--- config.mk ---
export PLATFORM = sky130hd
export DESIGN_NAME = dsg_clock_reset_ctrl
export DESIGN_NICKNAME = d
export VERILOG_FILES = /design/src/dsg_pkg.sv /design/src/dsg_clock_reset_ctrl.sv
export SDC_FILE = /design/constraint.sdc
export NUM_CORES = 1
export LEC_CHECK = 0
export BUFFER_PORTS_ARGS = -buffer_cell sky130_fd_sc_hd__buf_2
export CORE_MARGIN = 3
export CORE_UTILIZATION = 50
export CTS_BUF_LIST = sky130_fd_sc_hd__clkbuf_8 sky130_fd_sc_hd__clkbuf_16
export DETAILED_ROUTE_END_ITERATION = 6
export PLACE_DENSITY = 0.81
export SLEW_MARGIN = 20
export SYNTH_ARGS = -nofsm -noshare
export SYNTH_HDL_FRONTEND = slang
export SYNTH_SLANG_ARGS = --single-unit
--- constraint.sdc ---
create_clock -name mclk -period 2.6 [get_ports mclk]
set_input_delay 0.65 -clock mclk [delete_from_list [all_inputs] [get_ports mclk]]
set_output_delay 0.65 -clock mclk [all_outputs]
set_load 0.02 [all_outputs]
--- src/dsg_pkg.sv ---
`default_nettype none
package dsg_pkg;
  localparam int ADDR_W = 12;
  localparam int DATA_W = 32;
  // Register byte offsets
  localparam logic [ADDR_W-1:0] SRC0_OFFSET = 12'h040;
  localparam logic [ADDR_W-1:0] RUN_RCC_OFFSET = 12'h060;
  localparam logic [ADDR_W-1:0] RCG2_OFFSET = 12'h108;
  localparam logic [ADDR_W-1:0] SCG2_OFFSET = 12'h118;
  localparam logic [ADDR_W-1:0] DCG2_OFFSET = 12'h128;
  localparam logic [ADDR_W-1:0] INT_STATUS_OFFSET = 12'h150;
  localparam logic [ADDR_W-1:0] INT_MASK_OFFSET = 12'h154;
  localparam logic [ADDR_W-1:0] MODE_STATUS_OFFSET = 12'h158;
  localparam logic [ADDR_W-1:0] FAULT_INFO_OFFSET = 12'h15c;
  // Gating register fields
  localparam int GATE_PORT_A_BIT = 0;
  localparam int GATE_PORT_B_BIT = 1;
  localparam int GATE_PORT_C_BIT = 2;
  localparam int GATE_PORT_D_BIT = 3;
  localparam int GATE_PORT_E_BIT = 4;
  localparam int GATE_MICRO_DMA_UNIT_BIT = 13;
  localparam logic [DATA_W-1:0] GATE_IMPL_MASK = 32'h0000201f;
  localparam logic [DATA_W-1:0] GATE_RESET = 32'h00000000;
  // Soft reset register fields
  localparam int SRC0_WDT_BIT = 3;
  localparam int SRC0_HIB_BIT = 6;
  localparam int SRC0_ADC_BIT = 16;
  localparam int SRC0_PWM_BIT = 20;
  localparam int SRC0_CAN_BIT = 24;
  localparam logic [DATA_W-1:0] SRC0_IMPL_MASK = 32'h01110048;
  localparam logic [DATA_W-1:0] SRC0_RESET = 32'h00000000;
  // Run clock config field
  localparam int AUTO_CLOCK_GATING_BIT = 27;
  localparam logic RCC_ACG_RESET = 1'b0;
  // Compact unit indexes
  localparam int NUM_GATED = 6;
  localparam int UNIT_MICRO_DMA_UNIT = 5;
  localparam int NUM_RESETS = 5;
  localparam int RST_WDT = 0;
  localparam int RST_HIB = 1;
  localparam int RST_ADC = 2;
  localparam int RST_PWM = 3;
  localparam int RST_CAN = 4;
  // Interrupt events
  localparam int EVT_FAULT = 0;
  localparam int EVT_MASKED = 1;
  localparam int EVT_MODE = 2;
  localparam int NUM_EVT = 3;
  localparam logic [NUM_EVT-1:0] INT_RESET = 3'h0;
  typedef enum logic [1:0] {DSG_RUN, DSG_SLEEP, DSG_DEEP} dsg_mode_t;
endpackage
`default_nettype wire

--- src/dsg_clock_reset_ctrl.sv ---
`timescale 1ns/1ps
`default_nettype none
module dsg_clock_reset_ctrl
  import dsg_pkg::*;
(
  input wire logic mclk,
  input wire logic resetn,
  input wire logic psel,
  input wire logic penable,
  input wire logic pwrite,
  input wire logic [ADDR_W-1:0] paddr,
  input wire logic [DATA_W-1:0] pwdata,
  output logic [DATA_W-1:0] prdata,
  output logic pready,
  output logic pslverr,
  input wire logic [DATA_W-1:0] device_capabilities_1,
  input wire logic sleep_entry,
  input wire logic deep_sleep_entry,
  input wire logic unit_access_valid,
  input wire logic [2:0] unit_access_id,
  output logic unit_access_fault,
  output logic [NUM_GATED-1:0] unit_clock_enable,
  output logic [NUM_RESETS-1:0] unit_reset,
  output logic irq
);

  logic rst_sync1;
  logic rst_n;
  logic [DATA_W-1:0] run_clock_gate_2;
  logic [DATA_W-1:0] sleep_clock_gate_2;
  logic [DATA_W-1:0] deep_sleep_clock_gate_2;
  logic [DATA_W-1:0] soft_reset_control_0;
  logic auto_clock_gating;
  logic [NUM_EVT-1:0] int_status;
  logic [NUM_EVT-1:0] int_mask;
  dsg_mode_t mode;
  dsg_mode_t next_mode;
  logic [NUM_GATED-1:0] gate_eff;
  logic [2:0] fault_id;
  logic fault_seen;
  logic setup_phase;
  logic xfer_done;
  logic wr_en;
  logic [NUM_EVT-1:0] evt;
  logic mode_changed;
  logic masked_write;
  logic access_denied;

  function automatic logic [NUM_GATED-1:0] gate_compact(input logic [DATA_W-1:0] r);
    gate_compact = {r[GATE_MICRO_DMA_UNIT_BIT], r[GATE_PORT_E_BIT], r[GATE_PORT_D_BIT],
                    r[GATE_PORT_C_BIT], r[GATE_PORT_B_BIT], r[GATE_PORT_A_BIT]};
  endfunction

  function automatic logic addr_mapped(input logic [ADDR_W-1:0] a);
    case (a)
      SRC0_OFFSET, RUN_RCC_OFFSET, RCG2_OFFSET, SCG2_OFFSET, DCG2_OFFSET,
      INT_STATUS_OFFSET, INT_MASK_OFFSET, MODE_STATUS_OFFSET,
      FAULT_INFO_OFFSET: addr_mapped = 1'b1;
      default: addr_mapped = 1'b0;
    endcase
  endfunction

  // Reset release through two flops; assertion stays asynchronous
  always_ff @(posedge mclk or negedge resetn) begin
    if (!resetn) begin
      rst_sync1 <= 1'b0;
      rst_n <= 1'b0;
    end else begin
      rst_sync1 <= 1'b1;
      rst_n <= rst_sync1;
    end
  end

  assign setup_phase = psel && !penable;
  assign xfer_done = psel && penable && pready;
  assign wr_en = xfer_done && pwrite && !pslverr;

  // APB slave: one wait-free access phase, answer prepared in setup
  always_ff @(posedge mclk or negedge rst_n) begin
    if (!rst_n) begin
      pready <= 1'b0;
      pslverr <= 1'b0;
    end else if (setup_phase) begin
      pready <= 1'b1;
      pslverr <= !addr_mapped(paddr);
    end else if (xfer_done) begin
      pready <= 1'b0;
      pslverr <= 1'b0;
    end
  end

  always_ff @(posedge mclk or negedge rst_n) begin
    if (!rst_n) begin
      prdata <= 32'h00000000;
    end else if (setup_phase && !pwrite) begin
      case (paddr)
        SRC0_OFFSET: prdata <= soft_reset_control_0;
        RUN_RCC_OFFSET: prdata <= {4'h0, auto_clock_gating, 27'h0000000};
        RCG2_OFFSET: prdata <= run_clock_gate_2;
        SCG2_OFFSET: prdata <= sleep_clock_gate_2;
        DCG2_OFFSET: prdata <= deep_sleep_clock_gate_2;
        INT_STATUS_OFFSET: prdata <= {29'h00000000, int_status};
        INT_MASK_OFFSET: prdata <= {29'h00000000, int_mask};
        MODE_STATUS_OFFSET: prdata <= {22'h000000, gate_eff, 2'h0, mode};
        FAULT_INFO_OFFSET: prdata <= {27'h0000000, fault_seen, 1'b0, fault_id};
        default: prdata <= 32'h00000000;
      endcase
    end else if (xfer_done) begin
      prdata <= 32'h00000000;
    end
  end

  // Gating registers; reserved bits never stored so they read zero
  always_ff @(posedge mclk or negedge rst_n) begin
    if (!rst_n) begin
      run_clock_gate_2 <= GATE_RESET;
      sleep_clock_gate_2 <= GATE_RESET;
      deep_sleep_clock_gate_2 <= GATE_RESET;
    end else if (wr_en) begin
      if (paddr == RCG2_OFFSET) begin
        run_clock_gate_2 <= pwdata & GATE_IMPL_MASK;
      end
      if (paddr == SCG2_OFFSET) begin
        sleep_clock_gate_2 <= pwdata & GATE_IMPL_MASK;
      end
      if (paddr == DCG2_OFFSET) begin
        deep_sleep_clock_gate_2 <= pwdata & GATE_IMPL_MASK;
      end
    end
  end

  always_ff @(posedge mclk or negedge rst_n) begin
    if (!rst_n) begin
      auto_clock_gating <= RCC_ACG_RESET;
    end else if (wr_en && paddr == RUN_RCC_OFFSET) begin
      auto_clock_gating <= pwdata[AUTO_CLOCK_GATING_BIT];
    end
  end

  // Absent units cannot be put into reset by software
  assign masked_write = wr_en && paddr == SRC0_OFFSET &&
                        |(pwdata & SRC0_IMPL_MASK & ~device_capabilities_1);

  always_ff @(posedge mclk or negedge rst_n) begin
    if (!rst_n) begin
      soft_reset_control_0 <= SRC0_RESET;
    end else if (wr_en && paddr == SRC0_OFFSET) begin
      soft_reset_control_0 <= pwdata & SRC0_IMPL_MASK & device_capabilities_1;
    end
  end

  // Power mode tracking; deep sleep outranks sleep
  always_comb begin
    next_mode = mode;
    case (mode)
      DSG_RUN: begin
        if (deep_sleep_entry) begin
          next_mode = DSG_DEEP;
        end else if (sleep_entry) begin
          next_mode = DSG_SLEEP;
        end
      end
      DSG_SLEEP: begin
        if (deep_sleep_entry) begin
          next_mode = DSG_DEEP;
        end else if (!sleep_entry) begin
          next_mode = DSG_RUN;
        end
      end
      DSG_DEEP: begin
        if (!deep_sleep_entry) begin
          next_mode = sleep_entry ? DSG_SLEEP : DSG_RUN;
        end
      end
      default: next_mode = DSG_RUN;
    endcase
  end

  always_ff @(posedge mclk or negedge rst_n) begin
    if (!rst_n) begin
      mode <= DSG_RUN;
    end else begin
      mode <= next_mode;
    end
  end

  assign mode_changed = next_mode != mode;

  // Without auto gating the run register stays in charge in every mode
  always_comb begin
    gate_eff = gate_compact(run_clock_gate_2);
    case (mode)
      DSG_RUN: gate_eff = gate_compact(run_clock_gate_2);
      DSG_SLEEP: begin
        if (auto_clock_gating) begin
          gate_eff = gate_compact(sleep_clock_gate_2);
        end
      end
      DSG_DEEP: begin
        if (auto_clock_gating) begin
          gate_eff = gate_compact(deep_sleep_clock_gate_2);
        end
      end
      default: gate_eff = gate_compact(run_clock_gate_2);
    endcase
  end

  always_ff @(posedge mclk or negedge rst_n) begin
    if (!rst_n) begin
      unit_clock_enable <= '0;
    end else begin
      unit_clock_enable <= gate_eff;
    end
  end

  // Reset held as long as the control bit stays set
  always_ff @(posedge mclk or negedge rst_n) begin
    if (!rst_n) begin
      unit_reset <= '0;
    end else begin
      unit_reset[RST_WDT] <= soft_reset_control_0[SRC0_WDT_BIT];
      unit_reset[RST_HIB] <= soft_reset_control_0[SRC0_HIB_BIT];
      unit_reset[RST_ADC] <= soft_reset_control_0[SRC0_ADC_BIT];
      unit_reset[RST_PWM] <= soft_reset_control_0[SRC0_PWM_BIT];
      unit_reset[RST_CAN] <= soft_reset_control_0[SRC0_CAN_BIT];
    end
  end

  // Ids beyond the gated set are not ours to refuse
  assign access_denied = unit_access_valid && unit_access_id < 3'(NUM_GATED) &&
                         !gate_eff[unit_access_id];

  always_ff @(posedge mclk or negedge rst_n) begin
    if (!rst_n) begin
      unit_access_fault <= 1'b0;
    end else begin
      unit_access_fault <= access_denied;
    end
  end

  always_ff @(posedge mclk or negedge rst_n) begin
    if (!rst_n) begin
      fault_id <= 3'h0;
      fault_seen <= 1'b0;
    end else if (access_denied) begin
      fault_id <= unit_access_id;
      fault_seen <= 1'b1;
    end
  end

  assign evt[EVT_FAULT] = access_denied;
  assign evt[EVT_MASKED] = masked_write;
  assign evt[EVT_MODE] = mode_changed;

  // Set outranks a same-cycle write-one-to-clear
  always_ff @(posedge mclk or negedge rst_n) begin
    if (!rst_n) begin
      int_status <= INT_RESET;
    end else if (wr_en && paddr == INT_STATUS_OFFSET) begin
      int_status <= (int_status & ~pwdata[NUM_EVT-1:0]) | evt;
    end else begin
      int_status <= int_status | evt;
    end
  end

  always_ff @(posedge mclk or negedge rst_n) begin
    if (!rst_n) begin
      int_mask <= INT_RESET;
    end else if (wr_en && paddr == INT_MASK_OFFSET) begin
      int_mask <= pwdata[NUM_EVT-1:0];
    end
  end

  always_ff @(posedge mclk or negedge rst_n) begin
    if (!rst_n) begin
      irq <= 1'b0;
    end else begin
      irq <= |(int_status & int_mask);
    end
  end

endmodule // dsg_clock_reset_ctrl
`default_nettype wire

## Yosys cells after proc, flatten, opt, wreduce, memory -nomap -nowiden

Cells that the tools add are included.

| storage, ports and cells | value |
|---|---|
| flip-flop bits (word level) | 112 |
| bits in latches | 0 |
| RAM bits | 0 |
| bits in read-only memories | 0 |
| bits of input ports | 87 |
| output and inout port bits | 47 |
| word-level logic and storage cells | 89 |
| memories | 0 |

| cells by class | value |
|---|---|
| add/sub/neg operators | 0 |
| multipliers | 0 |
| div/mod/pow operators | 0 |
| magnitude comparators | 2 |
| equal/unequal tests | 12 |
| shift-type cells | 0 |
| mux-type cells | 21 |
| bitwise gates (word level) | 8 |
| reductions and logical operators | 27 |

Operator list:

| kind | count |
|---|---|
| $pmux W32 S9 | 1 |
| $eq A12 B9 Y1 const B | 7 |
| $and A25 B32 Y32 | 2 |
| $mux W32 | 2 |
| $not A32 Y32 | 1 |
| $reduce_or A32 Y1 | 1 |
| $eq A12 B7 Y1 const B | 2 |
| $logic_and A1 B1 Y1 | 13 |
| $mux W6 | 2 |
| $pmux W6 S2 | 1 |
| $mux W2 | 5 |
| $reduce_or A9 Y1 | 1 |
| $mux W1 | 7 |
| $and A3 B3 Y3 | 2 |
| $or A3 B3 Y3 | 2 |
| $pmux W2 S3 | 1 |
| $reduce_and A2 Y1 | 3 |
| $logic_not A1 Y1 | 5 |
| $lt A3 B4 Y1 const B | 1 |
| $reduce_bool A2 Y1 | 2 |
| $bmux W1 S3 | 1 |
| $lt A3 B3 Y1 const B | 1 |
| $mux W3 | 1 |
| $not A3 Y3 | 1 |
| other kinds (5) | 5 |

## Longest topological paths before layout

Gate-level depths: netlist of run 1.

| depth | value |
|---|---|
| depth after elaboration | 8 |
| depth in mapped cells | 8 |
| mapped depth without buffers | 7 |

## Worst setup path before layout of run 1

No wires, ideal clock.

| timing path | value |
|---|---|
| kind | reg2reg |
| start | register mode[1] |
| end | register fault_id[0] |
| setup time | 0.132 ns |
| arrival | 1.868 ns |
| required time | 2.468 ns |
| slack | 0.600 ns |
| stages on the path, launching flop included | 9 |
| path buffers | 1 |
| period minus slack after synthesis | 2.000 ns |
| path through | dfrtp_1 > inv_1 > ha_1 > buf_6 > o21ba_1 > a2111o_1 > o2bb2ai_1 > o21a_2 > o211ai_2 |

| between the ends | value |
|---|---|
| longest elaborated chain between the ends | 6 |
| elaborated cells on any way between the ends | 7 |
| those cells by class | eq/ne (2); mux (3); reduce/logical (2) |

RTL lines:

| element | line | source |
|---|---|---|
| start, declared | dsg_clock_reset_ctrl.sv:36 | `dsg_mode_t mode;` |
| start signal, assigned | dsg_clock_reset_ctrl.sv:183 | `mode <= next_mode;` |
| $eq A2 B2 Y1 / $eq A2 B1 Y1 (equally long branches) | dsg_clock_reset_ctrl.sv:192 | `case (mode)` |
| $pmux W6 S2 (*) | dsg_clock_reset_ctrl.sv:192 |  |
| $bmux W1 S3 (*) | dsg_clock_reset_ctrl.sv:231 | `!gate_eff[unit_access_id];` |
| $mux W1 (implied by the code) (*) | dsg_clock_reset_ctrl.sv:231 |  |
| $logic_not A1 Y1 (*) | dsg_clock_reset_ctrl.sv:231 |  |
| $logic_and A1 B1 Y1 (*) | dsg_clock_reset_ctrl.sv:230 | `assign access_denied = unit_access_valid && unit_access_id < 3'(NUM_GATED) &&` |
| end signal, assigned | dsg_clock_reset_ctrl.sv:246 | `fault_id <= unit_access_id;` |
| end, declared | dsg_clock_reset_ctrl.sv:39 | `logic [2:0] fault_id;` |

Mark *: on every way between the ends. The rest lies on a longest branch, timed or not. The select of a mux whose other input is x is not followed.
A chain may end at the register's enable or synchronous reset.

## Worst setup path in the final report of run 1

| timing path | value |
|---|---|
| start | register mode[0] |
| end | register fault_id[0] |

The elaborated chain is that of the path after synthesis.

==> results.toml, run 1 <==
[run_status]
status = "completed"

[global_routing]
grt_max_degree = 36
antenna_found_initial = 0
gr-usage-all-layers_pct = 21.2
grt_overflow = 0
grt_pass1_vias = 2846
grt_pass1_wl_um = 13900

[sta]
setup_tns_ps = 0
finalHoldViolations = 0
min_period_over_period_pct = 93.9
rsz0062_at_grt = "no"
maxClockFrequency_mhz = 410
drv_slew = 0
skew_ps = 6.42
worst_slew_pin_slew_ps = 708
setup_viol = 0
relSlewSlack_pct = 52.8
fin_crit_ps = 2440

[pwr]
comb_power_share_pct = 18.0
switching_share_pct = 29.0
intPower_mw = 1.88
seqPwrFrac_pct = 42.9
p_per_area_nw_per_um2 = 631
leakage_nw = 2.08
p_sw_mw = 0.771
clock_power_share_pct = 39.1
vdd_drop_max_uv = 272

[setup_path]
max_stage_delay_ps = 500
required_ps = 2820
arrival_ps = 2670
cp_max_fo = 12
crit_type = "flip-flop to flip-flop"
path_buf_inv = 1
crit_chain = "inv_1 > ha_1 > o21ba_1 > a2111oi_0 > a22o_1 > o21a_2 > o211ai_2"
end_kind = "flip-flop"
slowest_stage = "dfrtp_1"
crit_family = "compound AO/OA/AOI/OAI gates"
cp-start-kind = "flip-flop"

[drt]
drt-initial-drc-count = 270
totalWireLength_um = 8390
dr.pass1.iters = 5
antenna_left = 0
drc_errors = 0
vias = 2944
wl_per_cell_um = 16.2
viasPerCell = 5.69

[logic_synthesis]
async_reset_ff_share_pct = 100
synth_cell_types = 63
synth-seq-cells = 68
synth_edf_count = 0
syn-cell-area_um2 = 3600
synth_ff_type = "dfrtp_1"
ys_seq_area_share_pct = 47.3
avgSynthCellArea_um2 = 10.5
ys.warnings.count = 0
netlist_instances = 344

[placed_design]
place_congestion = 0.924
placement.io_buffers = 68
hpwl_um = 6350
dp.cells = 501

[hold_path]
min_path_type = "input pin to async pin"

[layout]
finalNonFillerCells = 517
fin_nets = 507
drive_gt1_share_pct = 28.7
antenna_cells = 0
syn_to_final_growth_pct = 17.0

[cts]
hold_buffers = 0
cts_buffers = 9
cts_resized = 0
clk_pin_slew_ps = 70
clock_sinks = 68
cts_tree = "built"
post_cts_buffers = 0
clk_path_buf_depth = 2
clock_latency_ps = 350
cts_root_buf = "clkbuf_8"
htree_levels = 3

[floorplanning]
rows = 30
core_um2 = 6870
die_w_um = 90.8
ios = 134
dieArea_um2 = 8250
die_h_um = 90.8
initial_core_util_pct = 52.4

[run]
maxCapViolations = 0
-- state kept, by name (all words and copies together) (netlist names), 2 cells and up --
| register | cells |
|---|---|
| int_mask | 3 |
| sleep_clock_gate_2 | 6 |
| unit_clock_enable | 6 |
| deep_sleep_clock_gate_2 | 6 |
| soft_reset_control_0 | 5 |
| mode | 2 |
| int_status | 3 |
| fault_id | 3 |
| run_clock_gate_2 | 6 |
| unit_reset | 5 |
| prdata | 15 |
-- metal layers --
| layer | vias to the layer above | share of wire (%) | global-route usage [%] |
|---|---|---|---|
| met5 | - | 0 | 0 |
| met4 | 0 | 3.1 | 12.4 |
| met3 | 25 | 6.5 | 4.75 |
| met2 | 124 | 49 | 34.0 |
| met1 | 1424 | 41 | 26.3 |
| li1 | 1371 | - | - |
-- through the flow --
stage          util, %  hold slack, ps  setup WS (ps)  total power [mW]  instance area (µm²)
2_1_floorplan        -             331            566              1.51                 3660
3_3_place_gp      57.8             333            336              1.61                 3970
3_5_place_dp      57.8             336            235              1.62                 3970
4_1_cts           61.3            65.0            221              2.66                 4210
5_1_grt           61.3            63.2           56.1              2.78                 4210
6_report          61.3            80.2            158              2.66                 4210
-- layout make-up --
type	count	area, µm²
fill	575	2660
sequential	68	1700
multi-input combinational	247	1700
timing repair buffer	71	375
clock buffer	9	124
tap	96	120
clock inverter	7	116
inverter	19	71.3
-- Yosys cell counts (all sizes together) (2+ instances only) --
cell      n  share of area, %
o21ai    30               4.2
o221ai    2              0.49
inv      19               2.0
mux2     18               5.6
o211ai    2              0.56
a2111oi   3              0.73
a32o      2              0.56
nand3     6               1.5
nor2b     9               1.6
a22oi     5               1.0
ha        4               1.4
nor2     12               1.5
a222oi    2              0.56
nand2b    5              0.87
nand4    11               1.9
a21boi    2              0.42
a22o     11               2.7
or3       2              0.49
a21o      4              0.83
nor3b     2              0.56
nand2    42               4.4
nor3      7               2.0
nor4      3               1.1
o22ai     3              0.52
conb      2              0.21
mux2i    10               2.8
dfrtp    68                47
buf      23               4.8
a21oi     6              0.83
a2bb2oi   3              0.73
o2bb2ai   3              0.73
clkbuf    3              0.31
nand3b    2              0.42
-- final timing paths --
kind	start	to	slack, ps	depth (start not counted)
worst max-delay path	mode[0]	fault_id[0]	160	7
worst min-delay path	resetn	rst_n	80	1
worst max register to register	mode[0]	fault_id[0]	160	7
worst min register to register	rst_n	int_status[1]	320	0
max in group asynchronous	rst_n	run_clock_gate_2[3]	1660	1
min in group mclk	rst_sync1	rst_n	350	0
-- power groups by stage --
| stage | logic, mW | clock network, mW | registers, mW |
|---|---|---|---|
| detailed placement | 0.466 | 0 | 1.16 |
| finish | 0.478 | 1.04 | 1.14 |
| global route | 0.528 | 1.11 | 1.14 |
| global placement | 0.450 | 0 | 1.16 |
| floorplan | 0.357 | 0 | 1.16 |
| CTS | 0.466 | 1.05 | 1.14 |
-- worst reg2reg max path, cell delays in order, from the launching register on --
cell       delay (ps)
dfrtp_1           500
inv_1             150
ha_1              380
o21ba_1           280
a2111oi_0         470
a22o_1            260
o21a_2            180
o211ai_2          100
-- cells by family (layout without fill, tap and decap cells) --
kind of cell | count (synthesis) | count (layout) | synth area share [%]
AND/OR/NAND/NOR | 108 | 108 | 17.9
AO/OA/AOI/OAI | 88 | 88 | 17.4
flip-flops | 68 | 68 | 47.3
buffers and inverters | 45 | 106 | 7.10
multiplexers | 28 | 28 | 8.42
adder cells (fa/ha/maj) | 4 | 4 | 1.39
other | 2 | 18 | 0.209
XOR/XNOR | 1 | 1 | 0.244
-- cells in the final DEF, fill, tap and decap left out, types with 4 or more instances in the layout --
cell      count
inv_1        20
buf_2        68
nand3_1       4
o21ai_1       6
clkbuf_8      9
a22o_1       11
nand4_1      11
conb_1       18
a21o_1        4
a21oi_1       6
nor2b_1       9
nor2_1       11
a22oi_1       5
nand2b_1      5
mux2_2       18
nand2_1      42
mux2i_1      10
dfrtp_1      67
o21ai_0      24
ha_1          4
Power figures use the tool's default switching activity.
==> run 2: changes to the inputs <==
RECOVER_POWER = 25   (was unset)
clock period = 2.5 ns   (was 2.6 ns; I/O delays follow)
==> run 2 against run 1 <==
  * Global-route usage shrank 0.88 points
  * Via count shrank 0.75%
  * Register-to-register slack is essentially flat
  * Critical path depth is the same
  * Total power shrank 2.8%
  * Maximum frequency grew 3.9%
  * Combinational power grew 2%
  * Clock-buffer cell count is the same
  * Non-clock buffer count grew 3
  * First-iteration DRC count grew 12%
  * Die area is the same
  * Critical path type unchanged
  * Largest power group unchanged
==> results.toml, run 2 (synthesis gave the netlist of run 1 again) <==
[pwr]
p_per_area_nw_per_um2 = 616
leakage_nw = 2.07
vdd_drop_max_uv = 262
p_total_mw = 2.58

[cts]
clk_path_buf_depth = 2
cts_buffers = 9
cts_resized = 0
cts_tree = "built"
clock_sinks = 68
post_cts_buffers = 0
hold_buffers = 0
clk_pin_slew_ps = 80
clock_latency_ps = 350
htree_levels = 3
cts_root_buf = "clkbuf_8"

[floorplanning]
die_w_um = 90.8
core_um2 = 6870
initial_core_util_pct = 52.4
die_h_um = 90.8
ios = 134
dieArea_um2 = 8250
rows = 30

[sta]
setup_tns_ps = 0
worst_slew_pin_slew_ps = 1310
skew_ps = 7.54
maxClockFrequency_mhz = 425
fin_crit_ps = 2350
relSlewSlack_pct = 12.6
min_period_over_period_pct = 94.0
setup_ws_ps = 150
finalHoldViolations = 0
hold_ws_ps = 49.9
drv_slew = 0
setup_viol = 0
rsz0062_at_grt = "no"

[placed_design]
dp_slack_ps = 208
place_area_um2 = 3990
place_congestion = 0.931
dp.cells = 504
hpwl_um = 6430
placement.io_buffers = 68

[setup_path]
path_buf_inv = 1
crit_chain = "inv_1 > ha_1 > o21ba_1 > a2111o_1 > o2bb2ai_1 > o21a_2 > o211ai_2"
end_kind = "flip-flop"
crit_family = "compound AO/OA/AOI/OAI gates"
cp_max_fo = 12
slowest_stage = "dfrtp_1"
max_stage_delay_ps = 510
crit_type = "flip-flop to flip-flop"
cp-start-kind = "flip-flop"
required_ps = 2730
arrival_ps = 2580

[global_routing]
grt_pass1_vias = 2711
gr-usage-all-layers_pct = 20.3
antenna_found_initial = 0
grt_max_degree = 36
grt_overflow = 0
grt_pass1_wl_um = 13400

[layout]
fin_util_pct = 61.0
fill_cells = 568
syn_to_final_growth_pct = 16.5
fin_area_um2 = 4190
drive_gt1_share_pct = 29.0
antenna_cells = 0
fin_nets = 510
final_cell_mix = "68 x dfrtp_1, 67 x buf_2, 42 x nand2_1"
final_common_cell = "dfrtp_1"
largest_register = "prdata"
finalNonFillerCells = 520
largest_reg_flops = 15

[hold_path]
min_path_type = "input pin to async pin"

[drt]
drc_errors = 0
antenna_left = 0
vias = 2922
totalWireLength_um = 8370
viasPerCell = 5.62
wl_per_cell_um = 16.1
dr.pass1.iters = 5
drt-initial-drc-count = 303

[run]
maxCapViolations = 0

[run_status]
status = "completed"
## run 2: changes by cell type in the layout (fill, tap and decap cells not counted), sizes merged
cell and delta:
clkbuf +1, clkinv +3, bufinv -2, clkinvlp -1, buf +2
## run 2: worst paths after layout
path	from	endpoint	slack [ps]	cells past startpoint
setup / recovery	mode[0]	fault_id[0]	150	7
min in group mclk	rst_sync1	rst_n	350	0
max in group asynchronous	rst_n	unit_clock_enable[0]	1160	1
setup reg to reg	mode[0]	fault_id[0]	150	7
hold reg to reg	rst_sync1	rst_n	350	0
hold / removal	resetn	rst_sync1	50	1
## run 2: metal layers
| metal | track usage [%] | wire length [µm] |
|---|---|---|
| met1 | 25.5 | 3420 |
| met3 | 4.58 | 559 |
| met5 | 0 | 0 |
| met2 | 33.4 | 4190 |
| met4 | 9.42 | 193 |
## run 2: area by class of cell
| class | count | area [µm²] | area share, % |
|---|---|---|---|
| repair buffers | 74 | 397 | 9.47 |
| clock buffers | 9 | 124 | 2.96 |
| inverters | 19 | 71.3 | 1.70 |
| multi-input cells | 247 | 1700 | 40.6 |
| clock inverters | 7 | 76.3 | 1.82 |
| flip-flops and latches | 68 | 1700 | 40.6 |
| well taps | 96 | 120 | 2.87 |
## run 2: where the power goes
group | total [mW] | leakage, nW | switching (mW) | internal [mW]
combinational | 0.486 | 1.06 | 0.314 | 0.172
clock | 0.908 | 0.0958 | 0.443 | 0.465
sequential | 1.19 | 0.917 | 0.0576 | 1.13
total | 2.58 | 2.07 | 0.814 | 1.77
## run 2: worst register-to-register path, cell delays in order (launching register included)
cell	delay, ps
dfrtp_1	510
inv_1	150
ha_1	370
o21ba_1	270
a2111o_1	420
o2bb2ai_1	250
o21a_2	190
o211ai_2	90
==> run 3: changes to the inputs <==
CORE_MARGIN = 2   (was 3)
CORE_UTILIZATION = 45   (was 50)
PLACE_DENSITY = 0.77   (was 0.81)
clock period = 1.9 ns   (was 2.5 ns; I/O delays follow)
==> run 3 against run 2 <==
  * The run now ends with setup timing left
  * Global-route usage increased by 1.9 points
  * Wire length increased by 8.4%
  * Critical path type unchanged
  * Highest routed layer unchanged
  * Register-to-register slack got worse by 200 ps
  * Non-clock buffer count increased by 41
==> results.toml, run 3 (synthesis gave the netlist of run 1 again) <==
[drt]
antenna_left = 0
totalWireLength_um = 9070
drc_errors = 0
drt-initial-drc-count = 203
wl_per_cell_um = 16.0
vias = 3041
dr.pass1.iters = 5
viasPerCell = 5.36

[setup_path]
end_kind = "flip-flop"
crit_chain = "buf_6 > ha_4 > o21ba_4 > a2111o_1 > o2bb2ai_4 > o21a_2 > o211ai_2"
crit_type = "flip-flop to flip-flop"
crit_family = "compound AO/OA/AOI/OAI gates"
cp-start-kind = "flip-flop"
arrival_ps = 2170
required_ps = 2120
slowest_stage = "dfrtp_1"
path_buf_inv = 1
max_stage_delay_ps = 420
cp_max_fo = 6

[layout]
final_cell_mix = "67 x dfrtp_1, 67 x buf_2, 42 x nand2_1"
multi_input_area_um2 = 1870
largest_register = "prdata"
syn_to_final_growth_pct = 30.8
fin_nets = 551
drive_gt1_share_pct = 39.4
fill_cells = 631
antenna_cells = 0
ff_latch_area_um2 = 1700
largest_reg_flops = 15
finalNonFillerCells = 567

[sta]
finalHoldViolations = 0
relSlewSlack_pct = 41.4
skew_ps = 11.0
setup_viol = 3
rsz0062_at_grt = "yes"
hold_ws_ps = 362
maxClockFrequency_mhz = 513
fin_crit_ps = 1950
drv_slew = 0
setup_ws_ps = -51.1
min_period_over_period_pct = 103
worst_slew_pin_slew_ps = 879

[cts]
clock_sinks = 68
cts_tree = "built"
cts_buffers = 9
clock_latency_ps = 340
clk_pin_slew_ps = 70
clk_path_buf_depth = 2
cts_root_buf = "clkbuf_8"
htree_levels = 3

[hold_path]
min_path_type = "flip-flop to flip-flop"

[run_status]
status = "finished, violations left"
violations = "setup timing"

[pwr]
leakage_nw = 2.30
vdd_drop_max_uv = 425
p_per_area_nw_per_um2 = 836

[global_routing]
grt_pass1_wl_um = 15100
grt_pass1_vias = 3080
antenna_found_initial = 0
gr-usage-all-layers_pct = 22.2
grt_overflow = 0
grt_max_degree = 67

[floorplanning]
dieArea_um2 = 8720
initial_core_util_pct = 46.6
ios = 134
rows = 32
die_w_um = 93.4
die_h_um = 93.4
core_um2 = 7730

[placed_design]
placement.io_buffers = 68
dp.cells = 542
hpwl_um = 6890
place_congestion = 0.902

[run]
maxCapViolations = 0
==> run 3: repair_timing <==
action | in CTS | in global routing
setup endpoints to repair | 10 | 11
hold buffers | 1 | 0
pin swaps | 5 | 11
setup buffers | 3 | 5
gates resized for setup | 13 | 11
hold endpoints to repair | 2 | 0
==> run 3: worst paths after layout <==
kind	startpoint	to	slack, ps	depth (start not counted)
max	mode[0]	fault_id[0]	-50	7
min	rst_sync1	rst_n	360	0
max reg2reg	mode[0]	fault_id[0]	-50	7
min reg2reg	rst_sync1	rst_n	360	0
max in group asynchronous	rst_n	prdata[13]	850	1
min in group asynchronous	resetn	rst_sync1	450	2
==> run 3: stage by stage <==
step                      area [µm²]  total power, mW  setup TNS [ps]  worst slack, ps  utilization, %
after floorplan                 3720             2.12           -9.14            -9.14               -
after detailed placement        4320             2.43           -2880             -172            56.0
after global placement          4320             2.40            -987             -124            56.0
after global routing            4700             4.12            -384             -112            60.9
final                           4700             3.93            -136            -51.1            60.9
after CTS                       4640             3.81           -53.0            -24.1            60.0
==> run 3: final cells by class <==
type                    instances  area share (%)
flip-flops and latches         68            36.2
repair buffers                115            15.5
clock buffers                  11            3.22
inverters                      19            1.52
well taps                     102            2.71
clock inverters                 5            1.25
multi-input cells             247            39.7
==> run 3: metal layers <==
metal | vias to the layer above | part of all wire [%] | routed length (µm) | track usage [%]
li1 | 1454 | - | - | -
met5 | - | 0 | 0 | 0
met3 | 11 | 5.7 | 514 | 3.71
met4 | 0 | 1.3 | 119 | 8.46
met1 | 1472 | 43 | 3880 | 28.6
met2 | 104 | 50 | 4550 | 37.6
==> run 3: power breakdown <==
group / total [mW] / switching (mW) / internal (mW)
Combinational: 1.17 / 0.623 / 0.547
Sequential: 1.53 / 0.0387 / 1.49
Clock: 1.24 / 0.559 / 0.680
==> run 3: worst reg2reg max path: stages, from the launching register on <==
cell	delay [ps]
dfrtp_1	420
buf_6	140
ha_4	180
o21ba_4	240
a2111o_1	410
o2bb2ai_4	180
o21a_2	200
o211ai_2	70
